<file path="config.mk">
export PLATFORM = sky130hd
export DESIGN_NAME = link_selftest_ctrl
export DESIGN_NICKNAME = d
export VERILOG_FILES = /design/src/shared/link_selftest_pkg.sv /design/src/bc_write_buffer.sv /design/src/link_selftest_ctrl.sv
export VERILOG_INCLUDE_DIRS = /design/src /design/src/shared
export SDC_FILE = /design/constraint.sdc
export NUM_CORES = 1
export LEC_CHECK = 0
export BUFFER_PORTS_ARGS = -buffer_cell sky130_fd_sc_hd__clkbuf_2
export CORE_MARGIN = 5
export CORE_UTILIZATION = 62
export CTS_CLUSTER_SIZE = 40
export DETAILED_ROUTE_END_ITERATION = 16
export MAX_ROUTING_LAYER = met4
export PLACE_DENSITY = 0.82
export SLEW_MARGIN = 25
export SYNTH_ARGS = -nofsm -noshare
export SYNTH_HDL_FRONTEND = slang
export SYNTH_HIERARCHICAL = 1
export SYNTH_SLANG_ARGS = --single-unit
</file>
<file path="constraint.sdc">
create_clock -name clk_i -period 3.9 [get_ports clk_i]
set_input_delay 0.195 -clock clk_i [delete_from_list [all_inputs] [get_ports clk_i]]
set_output_delay 0.195 -clock clk_i [all_outputs]
set_load 0.01 [all_outputs]
</file>
<file path="src/shared/link_selftest_map.svh">
// Constants of the link self-test controller: register offsets, fields,
// reset values and the remote serializer register that is programmed.
// Assumes an 8-bit register space reached one byte at a time.
`ifndef LINK_SELFTEST_MAP_SVH
`define LINK_SELFTEST_MAP_SVH

// Register offsets
`define OFS_ERROR_TALLY 8'h57
`define OFS_PORT_SELECT 8'h4C
`define OFS_CONTROL 8'hB3
`define OFS_PIN_CTL_BASE 8'h10

// Control register fields
`define CTL_ENABLE_BIT 0
`define CTL_CLKSEL_LSB 1
`define CTL_GATING_LSB 6
`define CTL_START_VALUE 8'h01
`define CTL_RESET 8'h00

// Output gating codes
`define GATING_DISABLED 2'h0
`define GATING_ENABLED 2'h2

// Port select register fields and reset
`define PSEL_READ_LSB 4
`define PSEL_RESET 8'h00

// Pin source control fields and reset
`define PIN_PORT_LSB 0
`define PIN_SRC_PASS_BIT 2
`define PIN_DRIVE_BIT 3
`define PIN_CTL_RESET 8'h00

// Error tally values
`define TALLY_FAIL 8'hFF
`define TALLY_MAX 8'hFE

// Remote serializer test register and its bits
`define REMOTE_TEST_REG 8'h14
`define REMOTE_CLKSEL_LSB 1
`define REMOTE_TEST_ON 8'h01
`define REMOTE_TEST_OFF 8'h00

// Unmapped register read value
`define READ_UNMAPPED 8'h00

`endif

</file>
<file path="src/shared/link_selftest_pkg.sv">
// Types shared by the link self-test controller files.
// Assumes the constants header is compiled alongside.
`default_nettype none

package link_selftest_pkg;

    // Test sequencing states
    typedef enum logic [1:0] {
        ST_IDLE = 2'b00,
        ST_START_WR = 2'b01,
        ST_RUN = 2'b10,
        ST_STOP_WR = 2'b11
    } test_state_e;

    // One back-channel register write: address then data
    typedef logic [15:0] bc_write_t;

endpackage

`default_nettype wire

</file>
<file path="src/bc_write_buffer.sv">
// Two-entry buffer with valid and ready on both sides.
// Assumes one clock; the draining side may stall at any time.
`default_nettype none

module bc_write_buffer #(
    parameter int WIDTH = 16
) (
    // Clock and reset
    input wire logic clk_i,
    input wire logic resetn_i,
    // Filling side
    input wire logic in_valid_i,
    output logic in_ready_o,
    input wire logic [WIDTH-1:0] in_data_i,
    // Draining side
    output logic out_valid_o,
    input wire logic out_ready_i,
    output logic [WIDTH-1:0] out_data_o
);

    logic [WIDTH-1:0] mem_r [2];
    logic wr_idx_r;
    logic rd_idx_r;
    logic [1:0] count_r;
    logic push;
    logic pop;

    // Handshakes
    assign in_ready_o = (count_r != 2'h2);
    assign out_valid_o = (count_r != 2'h0);
    assign push = in_valid_i && in_ready_o;
    assign pop = out_valid_o && out_ready_i;
    assign out_data_o = mem_r[rd_idx_r];

    // Storage
    always_ff @(posedge clk_i or negedge resetn_i) begin
        if (!resetn_i) begin
            mem_r[0] <= '0;
            mem_r[1] <= '0;
        end else if (push) begin
            mem_r[wr_idx_r] <= in_data_i;
        end
    end

    // Pointers and fill level
    always_ff @(posedge clk_i or negedge resetn_i) begin
        if (!resetn_i) begin
            wr_idx_r <= 1'b0;
            rd_idx_r <= 1'b0;
            count_r <= 2'h0;
        end else begin
            if (push) wr_idx_r <= ~wr_idx_r;
            if (pop) rd_idx_r <= ~rd_idx_r;
            if (push && !pop) count_r <= count_r + 2'h1;
            else if (pop && !push) count_r <= count_r - 2'h1;
        end
    end

endmodule

`default_nettype wire

</file>
<file path="src/link_selftest_ctrl.sv">
// Link self-test controller: control register, remote setup over the
// back channel, per-port pseudo-random checking, tallies and pin routing.
// Assumes receive words arrive on clk_i; lock flags come from another domain.
`include "link_selftest_map.svh"
`default_nettype none

module link_selftest_ctrl
    import link_selftest_pkg::*;
#(
    parameter int PORTS = 4,
    parameter int DATA_W = 8,
    parameter int PINS = 4
) (
    // Clock and reset
    input wire logic clk_i,
    input wire logic resetn_i,
    // Register access port
    input wire logic [7:0] reg_addr_i,
    input wire logic [7:0] reg_wdata_i,
    input wire logic reg_wr_i,
    input wire logic reg_rd_i,
    output logic [7:0] reg_rdata_o,
    output logic reg_rvalid_o,
    // Back-channel register writes to the remote serializer
    output logic bc_valid_o,
    input wire logic bc_ready_i,
    output logic [7:0] bc_addr_o,
    output logic [7:0] bc_data_o,
    // Receive ports
    input wire logic [PORTS-1:0] rx_lock_i,
    input wire logic [PORTS-1:0] rx_valid_i,
    input wire logic [PORTS*DATA_W-1:0] rx_data_i,
    // Pass indications and general-purpose pins
    output logic [PORTS-1:0] pass_o,
    output logic [PINS-1:0] gpio_o,
    output logic [PINS-1:0] gpio_oe_o,
    // Output gating and neighbouring functions
    output logic test_active_o,
    output logic outputs_enable_o,
    input wire logic patgen_req_i,
    output logic patgen_enable_o,
    output logic csi_lp11_o,
    input wire logic monitor_req_i,
    output logic monitor_enable_o
);

    ////////////////////////////////////////////////////////////////////////
    // Declarations

    test_state_e state_r;
    logic [7:0] control_r;
    logic [7:0] port_select_r;
    logic [7:0] pin_ctl_r [PINS];
    logic [1:0] clk_sel_r;
    logic [PORTS-1:0] lock_meta_r;
    logic [PORTS-1:0] lock_sync_r;
    logic [PORTS-1:0] ever_locked_r;
    logic [PORTS-1:0] lost_lock_r;
    logic [PORTS-1:0] primed_r;
    logic [6:0] history_r [PORTS];
    logic [7:0] count_r [PORTS];
    logic [PORTS-1:0] word_err;
    logic [6:0] history_nxt [PORTS];
    logic [7:0] tally [PORTS];
    logic running;
    logic checking;
    logic start_req;
    logic stop_req;
    logic ctl_write;
    logic buf_in_valid;
    logic buf_in_ready;
    bc_write_t buf_in_data;
    bc_write_t buf_out_data;
    logic [1:0] read_port;
    logic [7:0] read_nxt;

    ////////////////////////////////////////////////////////////////////////
    // Control register and test start/stop

    assign ctl_write = reg_wr_i && (reg_addr_i == `OFS_CONTROL);
    assign start_req = ctl_write && reg_wdata_i[`CTL_ENABLE_BIT];
    assign stop_req = ctl_write && !reg_wdata_i[`CTL_ENABLE_BIT];
    assign running = (state_r == ST_START_WR) || (state_r == ST_RUN);
    assign checking = (state_r == ST_RUN);

    // Software-visible control byte
    always_ff @(posedge clk_i or negedge resetn_i) begin
        if (!resetn_i) begin
            control_r <= `CTL_RESET;
        end else if (ctl_write) begin
            control_r <= reg_wdata_i;
        end
    end

    // Port select and pin source registers
    always_ff @(posedge clk_i or negedge resetn_i) begin
        if (!resetn_i) begin
            port_select_r <= `PSEL_RESET;
            for (int p = 0; p < PINS; p++) pin_ctl_r[p] <= `PIN_CTL_RESET;
        end else if (reg_wr_i) begin
            if (reg_addr_i == `OFS_PORT_SELECT) port_select_r <= reg_wdata_i;
            for (int p = 0; p < PINS; p++) begin
                if (reg_addr_i == `OFS_PIN_CTL_BASE + 8'(p)) pin_ctl_r[p] <= reg_wdata_i;
            end
        end
    end

    // Clock select captured once as the test starts
    always_ff @(posedge clk_i or negedge resetn_i) begin
        if (!resetn_i) begin
            clk_sel_r <= 2'h0;
        end else if (state_r == ST_IDLE && start_req) begin
            clk_sel_r <= reg_wdata_i[`CTL_CLKSEL_LSB +: 2];
        end
    end

    ////////////////////////////////////////////////////////////////////////
    // Test sequencer

    // Queues the remote setup write on start and the remote stop write on stop
    always_ff @(posedge clk_i or negedge resetn_i) begin
        if (!resetn_i) begin
            state_r <= ST_IDLE;
        end else begin
            case (state_r)
                ST_IDLE: begin
                    if (start_req) state_r <= ST_START_WR;
                end
                ST_START_WR: begin
                    if (buf_in_ready) state_r <= ST_RUN;
                end
                ST_RUN: begin
                    if (stop_req) state_r <= ST_STOP_WR;
                end
                ST_STOP_WR: begin
                    if (buf_in_ready) state_r <= ST_IDLE;
                end
                default: begin
                    state_r <= ST_IDLE;
                end
            endcase
        end
    end

    ////////////////////////////////////////////////////////////////////////
    // Back-channel write path

    // Remote test register carries the enable and the captured clock select
    always_comb begin
        buf_in_valid = 1'b0;
        buf_in_data = {`REMOTE_TEST_REG, `REMOTE_TEST_OFF};
        if (state_r == ST_START_WR) begin
            buf_in_valid = 1'b1;
            buf_in_data = {`REMOTE_TEST_REG,
                           `REMOTE_TEST_ON | 8'({clk_sel_r, 1'b0})};
        end else if (state_r == ST_STOP_WR) begin
            buf_in_valid = 1'b1;
        end
    end

    bc_write_buffer #(
        .WIDTH(16)
    ) u_bc_buffer (
        .clk_i(clk_i),
        .resetn_i(resetn_i),
        .in_valid_i(buf_in_valid),
        .in_ready_o(buf_in_ready),
        .in_data_i(buf_in_data),
        .out_valid_o(bc_valid_o),
        .out_ready_i(bc_ready_i),
        .out_data_o(buf_out_data)
    );

    assign bc_addr_o = buf_out_data[15:8];
    assign bc_data_o = buf_out_data[7:0];

    ////////////////////////////////////////////////////////////////////////
    // Lock synchronisers

    // Two stages before any logic reads the lock flags
    always_ff @(posedge clk_i or negedge resetn_i) begin
        if (!resetn_i) begin
            lock_meta_r <= '0;
            lock_sync_r <= '0;
        end else begin
            lock_meta_r <= rx_lock_i;
            lock_sync_r <= lock_meta_r;
        end
    end

    ////////////////////////////////////////////////////////////////////////
    // Pseudo-random checkers, one per port

    // Self-synchronising x^7+x^6+1 check; bit 0 of a word is the first bit
    always_comb begin
        for (int p = 0; p < PORTS; p++) begin
            logic [6:0] h;
            logic pred;
            logic bit_in;
            pred = 1'b0;
            bit_in = 1'b0;
            h = history_r[p];
            word_err[p] = 1'b0;
            for (int i = 0; i < DATA_W; i++) begin
                bit_in = rx_data_i[p*DATA_W + i];
                pred = h[6] ^ h[5];
                if (pred != bit_in) word_err[p] = 1'b1;
                h = {h[5:0], bit_in};
            end
            history_nxt[p] = h;
            if (!primed_r[p] || !checking || !rx_valid_i[p] || !lock_sync_r[p]) begin
                word_err[p] = 1'b0;
            end
        end
    end

    // Checker history; first locked word only seeds it
    always_ff @(posedge clk_i or negedge resetn_i) begin
        if (!resetn_i) begin
            primed_r <= '0;
            for (int p = 0; p < PORTS; p++) history_r[p] <= 7'h00;
        end else begin
            for (int p = 0; p < PORTS; p++) begin
                if (!checking || !lock_sync_r[p]) begin
                    primed_r[p] <= 1'b0;
                end else if (rx_valid_i[p]) begin
                    history_r[p] <= history_nxt[p];
                    primed_r[p] <= 1'b1;
                end
            end
        end
    end

    ////////////////////////////////////////////////////////////////////////
    // Error tallies and lock history

    // Cleared at start, saturating at the normal maximum
    always_ff @(posedge clk_i or negedge resetn_i) begin
        if (!resetn_i) begin
            for (int p = 0; p < PORTS; p++) count_r[p] <= 8'h00;
        end else begin
            for (int p = 0; p < PORTS; p++) begin
                if (state_r == ST_IDLE && start_req) begin
                    count_r[p] <= 8'h00;
                end else if (word_err[p] && count_r[p] != `TALLY_MAX) begin
                    count_r[p] <= count_r[p] + 8'h01;
                end
            end
        end
    end

    // Records whether each port ever locked and whether it lost lock
    always_ff @(posedge clk_i or negedge resetn_i) begin
        if (!resetn_i) begin
            ever_locked_r <= '0;
            lost_lock_r <= '0;
        end else if (state_r == ST_IDLE && start_req) begin
            ever_locked_r <= '0;
            lost_lock_r <= '0;
        end else if (checking) begin
            ever_locked_r <= ever_locked_r | lock_sync_r;
            lost_lock_r <= lost_lock_r | (ever_locked_r & ~lock_sync_r);
        end
    end

    // Tally seen by software
    always_comb begin
        for (int p = 0; p < PORTS; p++) begin
            if (!ever_locked_r[p] || lost_lock_r[p]) tally[p] = `TALLY_FAIL;
            else tally[p] = count_r[p];
        end
    end

    ////////////////////////////////////////////////////////////////////////
    // Pass indications

    // Low for one cycle on each detected error, high otherwise
    always_ff @(posedge clk_i or negedge resetn_i) begin
        if (!resetn_i) begin
            pass_o <= '1;
        end else begin
            pass_o <= ~word_err;
        end
    end

    ////////////////////////////////////////////////////////////////////////
    // General-purpose pin routing

    // Each pin shows a chosen port's pass or lock flag when driven
    always_ff @(posedge clk_i or negedge resetn_i) begin
        if (!resetn_i) begin
            gpio_o <= '0;
            gpio_oe_o <= '0;
        end else begin
            for (int p = 0; p < PINS; p++) begin
                logic [1:0] sel;
                sel = pin_ctl_r[p][`PIN_PORT_LSB +: 2];
                gpio_oe_o[p] <= pin_ctl_r[p][`PIN_DRIVE_BIT];
                if (pin_ctl_r[p][`PIN_SRC_PASS_BIT]) gpio_o[p] <= pass_o[sel];
                else gpio_o[p] <= lock_sync_r[sel];
            end
        end
    end

    ////////////////////////////////////////////////////////////////////////
    // Output gating and neighbouring functions

    assign test_active_o = running;
    // Outputs stay on outside the test; during it the gating field decides
    assign outputs_enable_o = !running ||
        (control_r[`CTL_GATING_LSB +: 2] == `GATING_ENABLED);
    // Pattern generator usable whenever outputs are enabled
    assign patgen_enable_o = patgen_req_i && outputs_enable_o;
    // Transmitter held in LP11 during the test unless the generator runs
    assign csi_lp11_o = running && !patgen_enable_o;
    // Monitor output never blocked by the test
    assign monitor_enable_o = monitor_req_i;

    ////////////////////////////////////////////////////////////////////////
    // Register reads

    assign read_port = port_select_r[`PSEL_READ_LSB +: 2];

    // Read multiplexer; unmapped offsets read zero
    always_comb begin
        read_nxt = `READ_UNMAPPED;
        if (reg_addr_i == `OFS_CONTROL) begin
            read_nxt = control_r;
        end else if (reg_addr_i == `OFS_PORT_SELECT) begin
            read_nxt = port_select_r;
        end else if (reg_addr_i == `OFS_ERROR_TALLY) begin
            read_nxt = tally[read_port];
        end else begin
            for (int p = 0; p < PINS; p++) begin
                if (reg_addr_i == `OFS_PIN_CTL_BASE + 8'(p)) read_nxt = pin_ctl_r[p];
            end
        end
    end

    // Read data registered, valid one cycle after the strobe
    always_ff @(posedge clk_i or negedge resetn_i) begin
        if (!resetn_i) begin
            reg_rdata_o <= 8'h00;
            reg_rvalid_o <= 1'b0;
        end else begin
            reg_rvalid_o <= reg_rd_i;
            if (reg_rd_i) reg_rdata_o <= read_nxt;
        end
    end

endmodule

`default_nettype wire

</file>
Yosys cells after proc, flatten, opt, wreduce, memory -nomap -nowiden
Index checks and enable logic that the tools add are counted.

word-level totals
  register bits = 189
  logic and storage cells = 333
  output and inout bits = 43
  input port bits = 63

cells by class
  $add $sub $neg = 6
  equality and inequality tests = 52
  bitwise operators = 46
  reduce and logical (&&, ||, !) cells = 81
  mux-type cells = 106
  order comparisons = 8

operator list
  operator                                              count
  two-way mux 8 bit                                     21
  two-way mux 16 bit                                    4
  two-way mux 1 bit                                     58
  adder 8 x 1 -> 8 bit (second input constant)          4
  bitwise mux 32 bit                                    1
  equality test 8 x 5 -> 1 bit (second input constant)  4
  inequality test 1 bit                                 32
  inequality test 8 bit (second input constant)         4
  bitwise XOR 1 bit                                     32
  logical NOT 1 bit                                     22
  logical OR 1 bit                                      22
  nonzero test 2 bit                                    11
  AND reduction 2 bit                                   9
  binary-select mux 1 bit (select 2 bit)                8
  binary-select mux 8 bit (select 2 bit)                1
  demux 16 bit (select 1 bit)                           1
  equality test 8 x 7 -> 1 bit (second input constant)  2
  two-way mux 4 bit                                     4
  logical AND 1 bit                                     15
  < comparator 2 x 3 -> 1 bit (second input constant)   4
  two-way mux 2 bit                                     6
  equality test 8 bit (second input constant)           1
  inverter 4 bit                                        2
  bitwise OR 4 bit                                      2
  other kinds (17)                                      29

Longest topological paths before layout
Gate-level depths: netlist of run 1.

  depth in word-level cells = 14
  gate-level depth with buffers = 8
  mapped depth without buffers = 8

Cells and area by module
The synthesis of run 1 kept the hierarchy.

modules (own cells, without submodules)
  module              times used  sequential area each (um^2)  cells an instance  area each (um^2)
  link_selftest_ctrl  1           3833.7                       721                7807.5
  bc_write_buffer     1           900.9                        103                1700.4

Worst setup path before layout of run 1
Ideal clock, no wire load.

  path type = flip-flop to flip-flop
  start point = reg state_r[0]
  end point = reg count_r[31] (netlist name)
  stages on the path, launching flop included = 9
  slack = 1.871 ns
  setup time = 0.077 ns
  path buffers = 1
  period minus slack after synthesis = 2.029 ns
  data required time = 3.823 ns
  arrival time = 1.952 ns
  cell sequence = dfrtp_1 > inv_1 > ha_1 > clkbuf_1 > nand3_1 > nor2_1 > nand4_1 > or3_1 > a21oi_1

RTL lines
  item                      line                       source
  start: declaration        link_selftest_ctrl.sv:50   test_state_e state_r;
  start signal: assignment  link_selftest_ctrl.sv:123  state_r <= ST_IDLE;
  start signal: assignment  link_selftest_ctrl.sv:127  if (start_req) state_r <= ST_START_WR;
  start signal: assignment  link_selftest_ctrl.sv:130  if (buf_in_ready) state_r <= ST_RUN;

==> run metrics, run 1 <==
ANT cells 0; crit-path max FO 17; 1st-iter DRT viols approximately 600; slew margin rel. a little over a third; Worst-path clk slew 0.06 ns; Syn Std Cell Area ~0.0095 sq mm; min setup slack post-route ~1.3 ns; WL met3 between 1000 and 1500 um; Fmax around 0.39 GHz; via count around 7000; TritonCTS Sinks around 190; Initial Util a little over three fifths; Final Util 72.5%; CP max stage delay around 0.61 ns; setup repair bufs after CTS 0; Setup TNS Final 0 ns; gr ovfl total 0; crit path capture type register; CTS tree done; Nets a little over 1000; drt pass-1 iters 7; cells after synthesis 824; Slowest cell on crit path ha_1; clock tree buffer depth 2; Num CTS Buffers 17; Power per Cell Area ~570 mW/mm^2; WL final between 20000 and 25000 um; Setup violations, final 0; CP Launch Type register; clock power share 27.8%; GRT Overall Usage between 20% and 30%; DIE HEIGHT 134 um; Synth Register Bits 189; count leader, synth dfrtp_1; Post-synth EDFFs 0; Post-route DRC 0; CP cell instances inv_1 > ha_1 > nand3_1 > nor2_1 > nand4_1 > or3_1 > a21oi_1; HP Class input port to register; clock latency on the worst-skew pair roughly 0.44 ns; GPL Wtd Cong around 0.88; Netlist cell types 72; Seq/Total Area, Yosys 49.8%; Tightest Pin Transition just under 1 ns; Root Buffer clkbuf_16; pre-CTS WS about 1.3 ns; WL per Instance about 18 um; Worst Clk Skew about 0.017 ns; Post-synth top flop dfrtp_1; sequential power share a little over two fifths; Top Metal Used met4; Crit Path Category register to register; Slew Limit Fails 0; critical path arrival a little under 3 ns; Final period util between 60% and 70%; Sequential Area 0.00473 sq mm; area leader, netlist dfrtp_1; Final Hold Viols 0; H-tree lvl count 4; CTS-repair resized insts 0; Post-synth top cells dfrtp_1 (185), nand2_1 (94), mux2_2 (86); I/O pin count 106; core area 0.0151 sq mm; asr flop ratio synth 100%; P&R area growth vs syn 15.5%; sw frac between 30 and 40%; initial antenna violation count 0; DRT met1 WL 9260 um; share of the synthesized area in the top cell type about half; CTS Hold Bufs 17; largest cells by area after synthesis dfrtp_1 (49%), mux2_2 (10%), mux4_2 (3.8%); vias in the first global route between 6000 and 7000; Site Rows 45; Post-DRT Antenna Nets 0; die area 0.0179 sq mm; Sw Pwr 1.96 mW; first-pass GRT wire length between 30000 and 40000 um; metal2 WL ~11000 um; Ys Warns 6; die extent in x 134 um; max-cap viol count 0; Multi-input gate area roughly 0.0046 sq mm; outcome complete, no violations; dpl hpwl about 14000 um; vias per cell approximately 6; share of layout cells above drive strength 1 29.4%; RSZ-0062 raised after global routing false; Port Buf Inserts ~100; internal portion of total power 4.33 mW; Fill cells 1050; syn avg cell area 11.5 sq um; CP required roughly 4.3 ns; Max rail drop VDD about 0.33 mV; Tmin final roughly 2.6 ns; largest net degree at the start of global routing approximately 120; Comb pwr share 28.5%; P_leak 5.16 nW
==> flip-flops by register name (all words and copies together) (netlist names) <==
| register | flops |
|---|---|
| lost_lock_r | 4 |
| pin_ctl_r | 32 |
| lock_meta_r | 4 |
| u_bc_buffer/mem_r | 32 |
| count_r | 32 |
| port_select_r | 8 |
| u_bc_buffer/wr_idx_r | 1 |
| history_r | 28 |
| control_r | 8 |
| reg_rdata_o | 8 |
| primed_r | 4 |
| ever_locked_r | 4 |
| u_bc_buffer/count_r | 2 |
| gpio_oe_o | 4 |
| clk_sel_r | 2 |
| state_r | 2 |
| pass_o | 4 |
| reg_rvalid_o | 1 |
| u_bc_buffer/rd_idx_r | 1 |
| lock_sync_r | 4 |
| gpio_o | 4 |
==> cell usage in the layout (no fill, tap or decap), types with 9 or more instances in the layout <==
cell type	instances
conb_1	26
dfrtp_1	185
xor2_1	32
clkbuf_16	17
nor3_1	12
or3_1	25
mux4_2	16
ha_1	13
o21ai_0	42
nand3_1	24
clkbuf_2	102
inv_1	18
and3_1	18
nand3b_1	9
xnor2_1	10
a21oi_1	35
nand4_1	12
nor2_1	27
o22ai_1	14
mux2_4	20
dlygate4sd3_1	17
nand2_1	94
mux2_2	86
==> final timing paths <==
kind,from,to,slack (ns),depth (start not counted)
max,state_r[0]$_DFFE_PN0P_,count_r[31]$_DFFE_PN0P_,1.31,7
max reg2reg,state_r[0]$_DFFE_PN0P_,count_r[31]$_DFFE_PN0P_,1.31,7
min in group asynchronous,resetn_i,history_r[8]$_DFFE_PN0P_,0.32,2
min reg2reg,lock_meta_r[0]$_DFF_PN0_,lock_sync_r[0]$_DFF_PN0_,0.36,0
min,rx_data_i[1],history_r[27]$_DFFE_PN0P_,0.03,3
max in group asynchronous,resetn_i,u_bc_buffer/mem_r[20]$_DFFE_PN0P_,2.55,3
==> layout make-up <==
class / instances / area share, %
clock buffers: 21 / 4.19
repair buffers: 126 / 6.85
clock inverters: 11 / 1.22
inverters: 18 / 0.615
flip-flops and latches: 189 / 43.1
multi-input cells: 610 / 41.9
well taps: 188 / 2.14
==> metal layers <==
layer	GRT usage, %	up-vias
met1	33.8	3472
met2	40.3	214
met5	-	-
met4	6.40	0
li1	-	3262
met3	4.88	30
==> logic make-up (layout without fill, tap and decap cells) <==
group | Yosys count | in the layout | share of synthesized area [%]
AO/OA/AOI/OAI | 136 | 136 | 9.12
XOR/XNOR | 42 | 42 | 3.87
adder cells (fa/ha/maj) | 13 | 13 | 1.71
buffers and inverters | 49 | 176 | 2.75
flip-flops | 189 | 189 | 49.8
multiplexers | 128 | 128 | 17.8
other | 2 | 26 | 0.0790
AND/OR/NAND/NOR | 265 | 265 | 14.9
==> per-stage QoR <==
| stage | area, sq um | hold slack [ns] | power [mW] | cells |
|---|---|---|---|---|
| after CTS | 11000 | 0.0114 | 6.33 | 1163 |
| after detailed placement | 10200 | 0.236 | 4.54 | 1114 |
| after global placement | 10200 | 0.241 | 4.46 | 1114 |
| after floorplan | 9600 | -0.101 | 4.07 | 848 |
| after global routing | 11000 | 0.0150 | 6.64 | 1163 |
| final | 11000 | 0.0288 | 6.29 | 1163 |
==> critical path, delay by kind of cell (launching register included) <==
kind,cells,cell delay (ns)
buffers and inverters,1,0.09
adder cells (fa/ha/maj),1,0.61
AO/OA/AOI/OAI,1,0.14
AND/OR/NAND/NOR,4,1.24
flip-flops,1,0.41
==> power groups by stage <==
| stage | Combinational (mW) | Clock (mW) | Sequential, mW |
|---|---|---|---|
| 2_1_floorplan | 1.43 | 0 | 2.64 |
| 3_3_place_gp | 1.71 | 0 | 2.75 |
| 3_5_place_dp | 1.77 | 0 | 2.77 |
| 4_1_cts | 1.81 | 1.77 | 2.75 |
| 5_1_grt | 1.98 | 1.86 | 2.81 |
| 6_report | 1.79 | 1.75 | 2.75 |
(Power assumes the default switching activity.)
==> inputs of run 2 (changes only) <==
CORE_UTILIZATION = 59   (was 62)
PLACE_DENSITY = 0.78   (was 0.82)
clock period = 2.65 ns   (was 3.9 ns; I/O delays follow)
==> run 2 against run 1 <==
- clock power up 38%
- sequential share of layout area down 1.4 points
- critical path depth decreased by 2
- register-to-register slack got worse by 0.88 ns
- fmax increased by 17%
- die area grew 4.7%
- critical path type unchanged
- largest cell class unchanged
- largest power group unchanged
==> run metrics, run 2 (synthesized netlist as in run 1, its figures left out) <==
initial antenna violation count 0 (unchanged); CP required 2.96 ns (-1.29 ns); Setup violations, final 0 (unchanged); worst r2r src state_r[1]$_DFFE_PN0P_; core area 0.0158 sq mm (+4.5%); Port Buf Inserts 103 (unchanged); CP max stage delay 0.79 ns (+0.18 ns); CTS-repair resized insts 0 (unchanged); WL per Instance 17.4 um (-4.7%); HP Class input port to register; P_leak 5.32 nW (+3.1%); Power per Cell Area 805 mW/mm^2 (+41%); Slowest cell on crit path and3b_1; I/O pin count 106 (unchanged); Initial Util 60.1% (-2.7 points); commonest non-fill, non-tap cells in the layout dfrtp_1 (185), clkbuf_2 (102), nand2_1 (94); die area 0.0188 sq mm (+4.7%); outcome complete, no violations; Final Instance Area 0.0114 sq mm (+3.4%); max-cap viol count 0 (unchanged); Fill cells 1121 (+6.8%); setup repair bufs after CTS 0 (unchanged); DIE HEIGHT 137 um (+2.3%); Final Util 71.8% (-0.75 points); share of layout cells above drive strength 1 29.8% (+0.36 points); 1st-iter DRT viols 486 (-17%); Tightest Pin Transition 0.948 ns (-0.0236 ns); Crit Path Category register to register; CP startpoint state_r[1]$_DFFE_PN0P_; first-pass GRT wire length 35300 um (about the same); Setup TNS Final 0 ns (unchanged); critical path arrival 2.53 ns (-0.41 ns); die extent in x 137 um (+2.3%); dpl hpwl 14900 um (+4.8%); clock latency on the worst-skew pair 0.43 ns (about the same); P&R area growth vs syn 19.5%; Slew Limit Fails 0 (unchanged); Final Hold Viols 0 (unchanged); slew margin rel. 36.8% (+1.6 points); H-tree lvl count 4 (unchanged); via count 7049 (+1.0%); Root Buffer clkbuf_16; clock tree buffer depth 2 (unchanged); most common cell after layout, fill and taps aside dfrtp_1; gr ovfl total 0 (unchanged); placed instance area 0.0104 sq mm (+1.8%); largest net degree at the start of global routing 82 (-32%); WL final 21400 um (+1.0%); GPL Wtd Cong 0.851 (-3.1%); TritonCTS Sinks 189 (unchanged); drt pass-1 iters 7 (unchanged); Fmax 0.450 GHz (+17%); GRT Overall Usage 24.6% (-0.66 points); Post-DRT Antenna Nets 0 (unchanged); ANT cells 0 (unchanged); crit-path max FO 16 (-1); Largest regs count_r x32, pin_ctl_r x32, u_bc_buffer/mem_r x32; Site Rows 46 (+2.2%); Num CTS Buffers 17 (unchanged); Tmin final 2.22 ns (-0.368 ns); CTS tree done; Worst-path clk slew 0.07 ns (about the same); Final period util 83.8% (+17 points); CP cell instances inv_1 > ha_1 > or2_2 > and3b_1 > mux2_2; CP Buf/Inv Count 1 (unchanged); Post-route DRC 0 (unchanged); crit path capture type register; Top delay family on crit path simple AND/OR/NAND/NOR gates; vias in the first global route 7084 (+1.4%); CP Launch Type register; Worst Clk Skew 0.00825 ns (-0.00870 ns); RSZ-0062 raised after global routing false; Nets 1080 (+4.0%); worst hold start reg_wdata_i[4]; vias per cell 5.72 (-4.7%); Max rail drop VDD 0.518 mV (+59%)
-- run 2: cell count changes in the layout (fill, tap and decap cells not counted), sizes merged --
cell,delta
buf,+18
clkinvlp,+2
dlygate4sd3,+24
inv,+1
bufinv,-1
clkinv,-2
-- run 2: report_power, final --
group | switching (mW) | total (mW) | leakage, nW | internal (mW)
clock | 1.11 | 2.41 | 0.256 | 1.31
sequential | 0.552 | 4.04 | 2.40 | 3.49
combinational | 1.22 | 2.69 | 2.66 | 1.47
total | 2.88 | 9.15 | 5.32 | 6.27
-- run 2: worst paths after layout --
kind                                                           to  cells after the start  slack, ns
min in group asynchronous                history_r[5]$_DFFE_PN0P_                      2       0.28
max in group asynchronous                     pass_o[0]$_DFF_PN1_                      3       1.57
worst min-delay path                     control_r[4]$_DFFE_PN0N_                      3       0.04
worst max-delay path            u_bc_buffer/mem_r[20]$_DFFE_PN0P_                      5       0.43
worst max register to register  u_bc_buffer/mem_r[20]$_DFFE_PN0P_                      5       0.43
worst min register to register           lock_sync_r[2]$_DFF_PN0_                      0       0.35
-- run 2: routing by layer --
metal | track usage (%) | wire length [um] | vias to the layer above
li1 | - | - | 3341
met1 | 33.0 | 9700 | 3483
met2 | 38.3 | 10400 | 196
met3 | 4.67 | 1020 | 29
met4 | 7.59 | 336 | 0
met5 | - | 0 | -
-- run 2: through the flow --
| step | setup slack [ns] | hold slack (ns) | total power, mW | std cells |
|---|---|---|---|---|
| floorplan | 0.621 | -0.163 | 6.00 | 848 |
| global placement | 0.522 | 0.206 | 6.61 | 1160 |
| detailed placement | 0.455 | 0.201 | 6.74 | 1160 |
| CTS | 0.429 | 0.00857 | 9.21 | 1233 |
| global route | 0.229 | 0.0322 | 9.66 | 1233 |
| finish | 0.429 | 0.0414 | 9.15 | 1233 |
-- run 2: what timing repair did --
| action | 4_1_cts | 5_1_grt |
|---|---|---|
| endpoints found under the setup margin | 0 | 0 |
| hold buffers | 41 | 0 |
| hold endpoints to repair | 115 | 0 |
-- run 2: layout make-up --
cell class | instances | area [sq um] | area share, %
timing repair buffer | 168 | 1140 | 10.0
tap | 216 | 270 | 2.38
inverter | 18 | 67.6 | 0.595
multi-input combinational | 610 | 4600 | 40.5
clock inverter | 11 | 108 | 0.947
clock buffer | 21 | 440 | 3.88
sequential | 189 | 4730 | 41.7
-- run 2: tightest hold or removal path: stages --
cell      delay [ns]
clkbuf_2        0.15
nand2_1         0.09
nand2_1         0.06
==> inputs of run 3 (changes only) <==
ABC_AREA = 1   (was unset)
CORE_UTILIZATION = 60   (was 59)
PLACE_DENSITY = 0.79   (was 0.78)
clock period = 2.22 ns   (was 2.65 ns; I/O delays follow)
==> run 3 against run 2 <==
- sequential share of layout area down 3.5 points
- global-route usage rose by 3.0 points
- final area grew 9.2%
- via count up 39%
- largest power group unchanged
- flip-flop and latch count unchanged
==> run metrics, run 3 <==
Setup violations, final 0 (unchanged); Site Rows 48 (+4.3%); clock power share 28.6% (+2.2 points); largest cells by area after synthesis dfrtp_1 (44%), nand2_1 (20%), inv_1 (7.1%); DIE HEIGHT 142 um (+3.8%); clock tree buffer depth 2 (unchanged); most common cell after layout, fill and taps aside nand2_1; commonest non-fill, non-tap cells in the layout nand2_1 (546), inv_1 (199), dfrtp_1 (185); first-pass GRT wire length 44500 um (+26%); Final Hold Viols 0 (unchanged); via count 9816 (+39%); Num CTS Buffers 17 (unchanged); outcome complete, no violations; Netlist cell types 35 (-51%); GPL Wtd Cong 0.871 (+2.4%); H-tree lvl count 4 (unchanged); Tightest Pin Transition 0.574 ns (-0.375 ns); share of the synthesized area in the top cell type 44.2% (-4.5 points); crit-path max FO 8 (-8); CP cell instances inv_1 > ha_1 > buf_4 > nand2_1 > nor2_1 > inv_1 > nor2_1 > nand3_1 > nand3_1 > nand2_1; sw frac 36.3% (+4.8 points); Post-synth top cells nand2_1 (546), inv_1 (199), dfrtp_1 (185); Comb pwr share 32.7% (+3.3 points); Fin Hold WS 0.0361 ns (-0.00529 ns); CP required 2.54 ns (-0.42 ns); CTS tree done; crit path capture type register; I/O pin count 106 (unchanged); Root Buffer clkbuf_16; drt pass-1 iters 5 (-2); Synth Register Bits 189 (unchanged); internal portion of total power 7.60 mW (+21%); Tmin final 2.04 ns (-0.177 ns); P&R area growth vs syn 18.4%; count leader, synth nand2_1; largest net degree at the start of global routing 80 (-2.4%); Nets 1692 (+57%); HP Class input port to register; sequential power share 38.7% (-5.5 points); asr flop ratio synth 100% (unchanged); slew margin rel. 61.7% (+25 points); WL final 25900 um (+21%); clock latency on the worst-skew pair 0.44 ns (about the same); WL per Instance 14.0 um (-20%); Worst Clk Skew 0.0118 ns (+0.00358 ns); Setup TNS Final 0 ns (unchanged); Syn Std Cell Area 0.0105 sq mm (+10%); Final Util 72.0% (+0.19 points); CP startpoint state_r[0]$_DFFE_PN0P_; Fmax 0.489 GHz (+8.7%); Seq/Total Area, Yosys 45.2% (-4.6 points); Max rail drop VDD 0.641 mV (+24%); Largest regs count_r x32, pin_ctl_r x32, u_bc_buffer/mem_r x32; die extent in x 142 um (+3.8%); Port Buf Inserts 103 (unchanged); die area 0.0202 sq mm (+7.8%); critical path arrival 2.36 ns (-0.17 ns); CP max stage delay 0.41 ns (-0.38 ns); gr ovfl total 0 (unchanged); Power, Total 11.9 mW (+30%); RSZ-0062 raised after global routing false; Post-synth top flop dfrtp_1; Post-synth EDFFs 0 (unchanged); Worst Hold Path Cells 3 (unchanged); worst r2r src state_r[0]$_DFFE_PN0P_; Slowest cell on crit path dfrtp_1; syn avg cell area 7.22 sq um (-37%); setup repair bufs after CTS 0 (unchanged); Final period util 92.1% (+8.2 points); placed instance area 0.0113 sq mm (+8.7%); Initial Util 60.8% (+0.74 points); area leader, netlist dfrtp_1; Ys Warns 6 (unchanged); CP Launch Type register; cells after synthesis 1452 (+76%); Worst-path clk slew 0.06 ns (about the same); Crit Path Category register to register; vias per cell 5.30 (-7.3%); core area 0.0172 sq mm (+8.9%); P_leak 6.82 nW (+28%); 1st-iter DRT viols 753 (+55%); Post-DRT Antenna Nets 0 (unchanged); share of layout cells above drive strength 1 11.4% (-18 points); dpl hpwl 17700 um (+19%); initial antenna violation count 0 (unchanged); Post-route DRC 0 (unchanged); ANT cells 0 (unchanged); vias in the first global route 9340 (+32%); worst hold start reg_wdata_i[0]; TritonCTS Sinks 189 (unchanged); Sw Pwr 4.33 mW (+50%); GRT Overall Usage 27.6% (+3.0 points); max-cap viol count 0 (unchanged); Power per Cell Area 962 mW/mm^2 (+19%); r2r worst-path depth 10 (+5); Final Instance Area 0.0124 sq mm (+9.2%); Slew Limit Fails 0 (unchanged)
run 3: power groups by stage:
stage               Sequential, mW  Clock, mW  Combinational, mW
finish                        4.62       3.41               3.90
floorplan                     4.55          0               2.84
global route                  4.72       3.60               4.47
CTS                           4.62       3.44               3.90
detailed placement            4.67          0               3.80
global placement              4.65          0               3.68
run 3: final cells by class:
class | instances | area, sq um
tap | 225 | 282
sequential | 189 | 4730
inverter | 204 | 766
fill | 1359 | 4830
timing repair buffer | 162 | 1100
clock inverter | 10 | 185
multi-input combinational | 1042 | 4860
clock buffer | 21 | 470
run 3: timing repair:
action	4_1_cts	5_1_grt
hold endpoints to repair	103	0
hold buffers	40	0
gates resized for setup	0	7
endpoints found under the setup margin	0	32
run 3: worst paths after layout:
| path | slack (ns) | end |
|---|---|---|
| hold reg to reg | 0.35 | lock_sync_r[3]$_DFF_PN0_ |
| hold / removal | 0.04 | control_r[0]$_DFFE_PN0N_ |
| setup reg to reg | 0.18 | count_r[29]$_DFFE_PN0P_ |
| setup / recovery | 0.18 | count_r[29]$_DFFE_PN0P_ |
| max in group asynchronous | 1.27 | pass_o[3]$_DFF_PN1_ |
| min in group asynchronous | 0.23 | u_bc_buffer/mem_r[28]$_DFFE_PN0P_ |
run 3: kinds of logic (layout without fill, tap and decap cells):
| logic type | Yosys count | after routing | share of synthesized area [%] |
|---|---|---|---|
| AOI/OAI and AO/OA | 140 | 140 | 6.93 |
| xor gates and xnor gates | 26 | 26 | 2.17 |
| adders and majority gates | 13 | 13 | 1.55 |
| buffers and inverters | 246 | 397 | 9.64 |
| DFF | 189 | 189 | 45.2 |
| other | 2 | 26 | 0.0716 |
| and+or+nand+nor | 836 | 837 | 34.5 |
run 3: through the flow:
step           setup WS, ns  std cells
2_1_floorplan         0.334       1476
3_3_place_gp          0.170       1781
4_1_cts             0.00399       1852
3_5_place_dp          0.104       1781
5_1_grt              0.0211       1853
6_report              0.176       1853
run 3: routing by layer:
| layer | GRT usage (%) | up-vias | wire length, um |
|---|---|---|---|
| li1 | - | 4888 | - |
| met1 | 35.2 | 4579 | 10900 |
| met2 | 45.8 | 297 | 12900 |
| met3 | 4.00 | 52 | 1440 |
| met4 | 8.54 | 0 | 599 |
| met5 | - | - | 0 |
run 3: critical path: cells and delay by family (launching register included):
family,cells,cell delay [ns]
buf+inv,3,0.34
fa+ha+maj,1,0.28
simple gates,6,0.89
flops,1,0.41
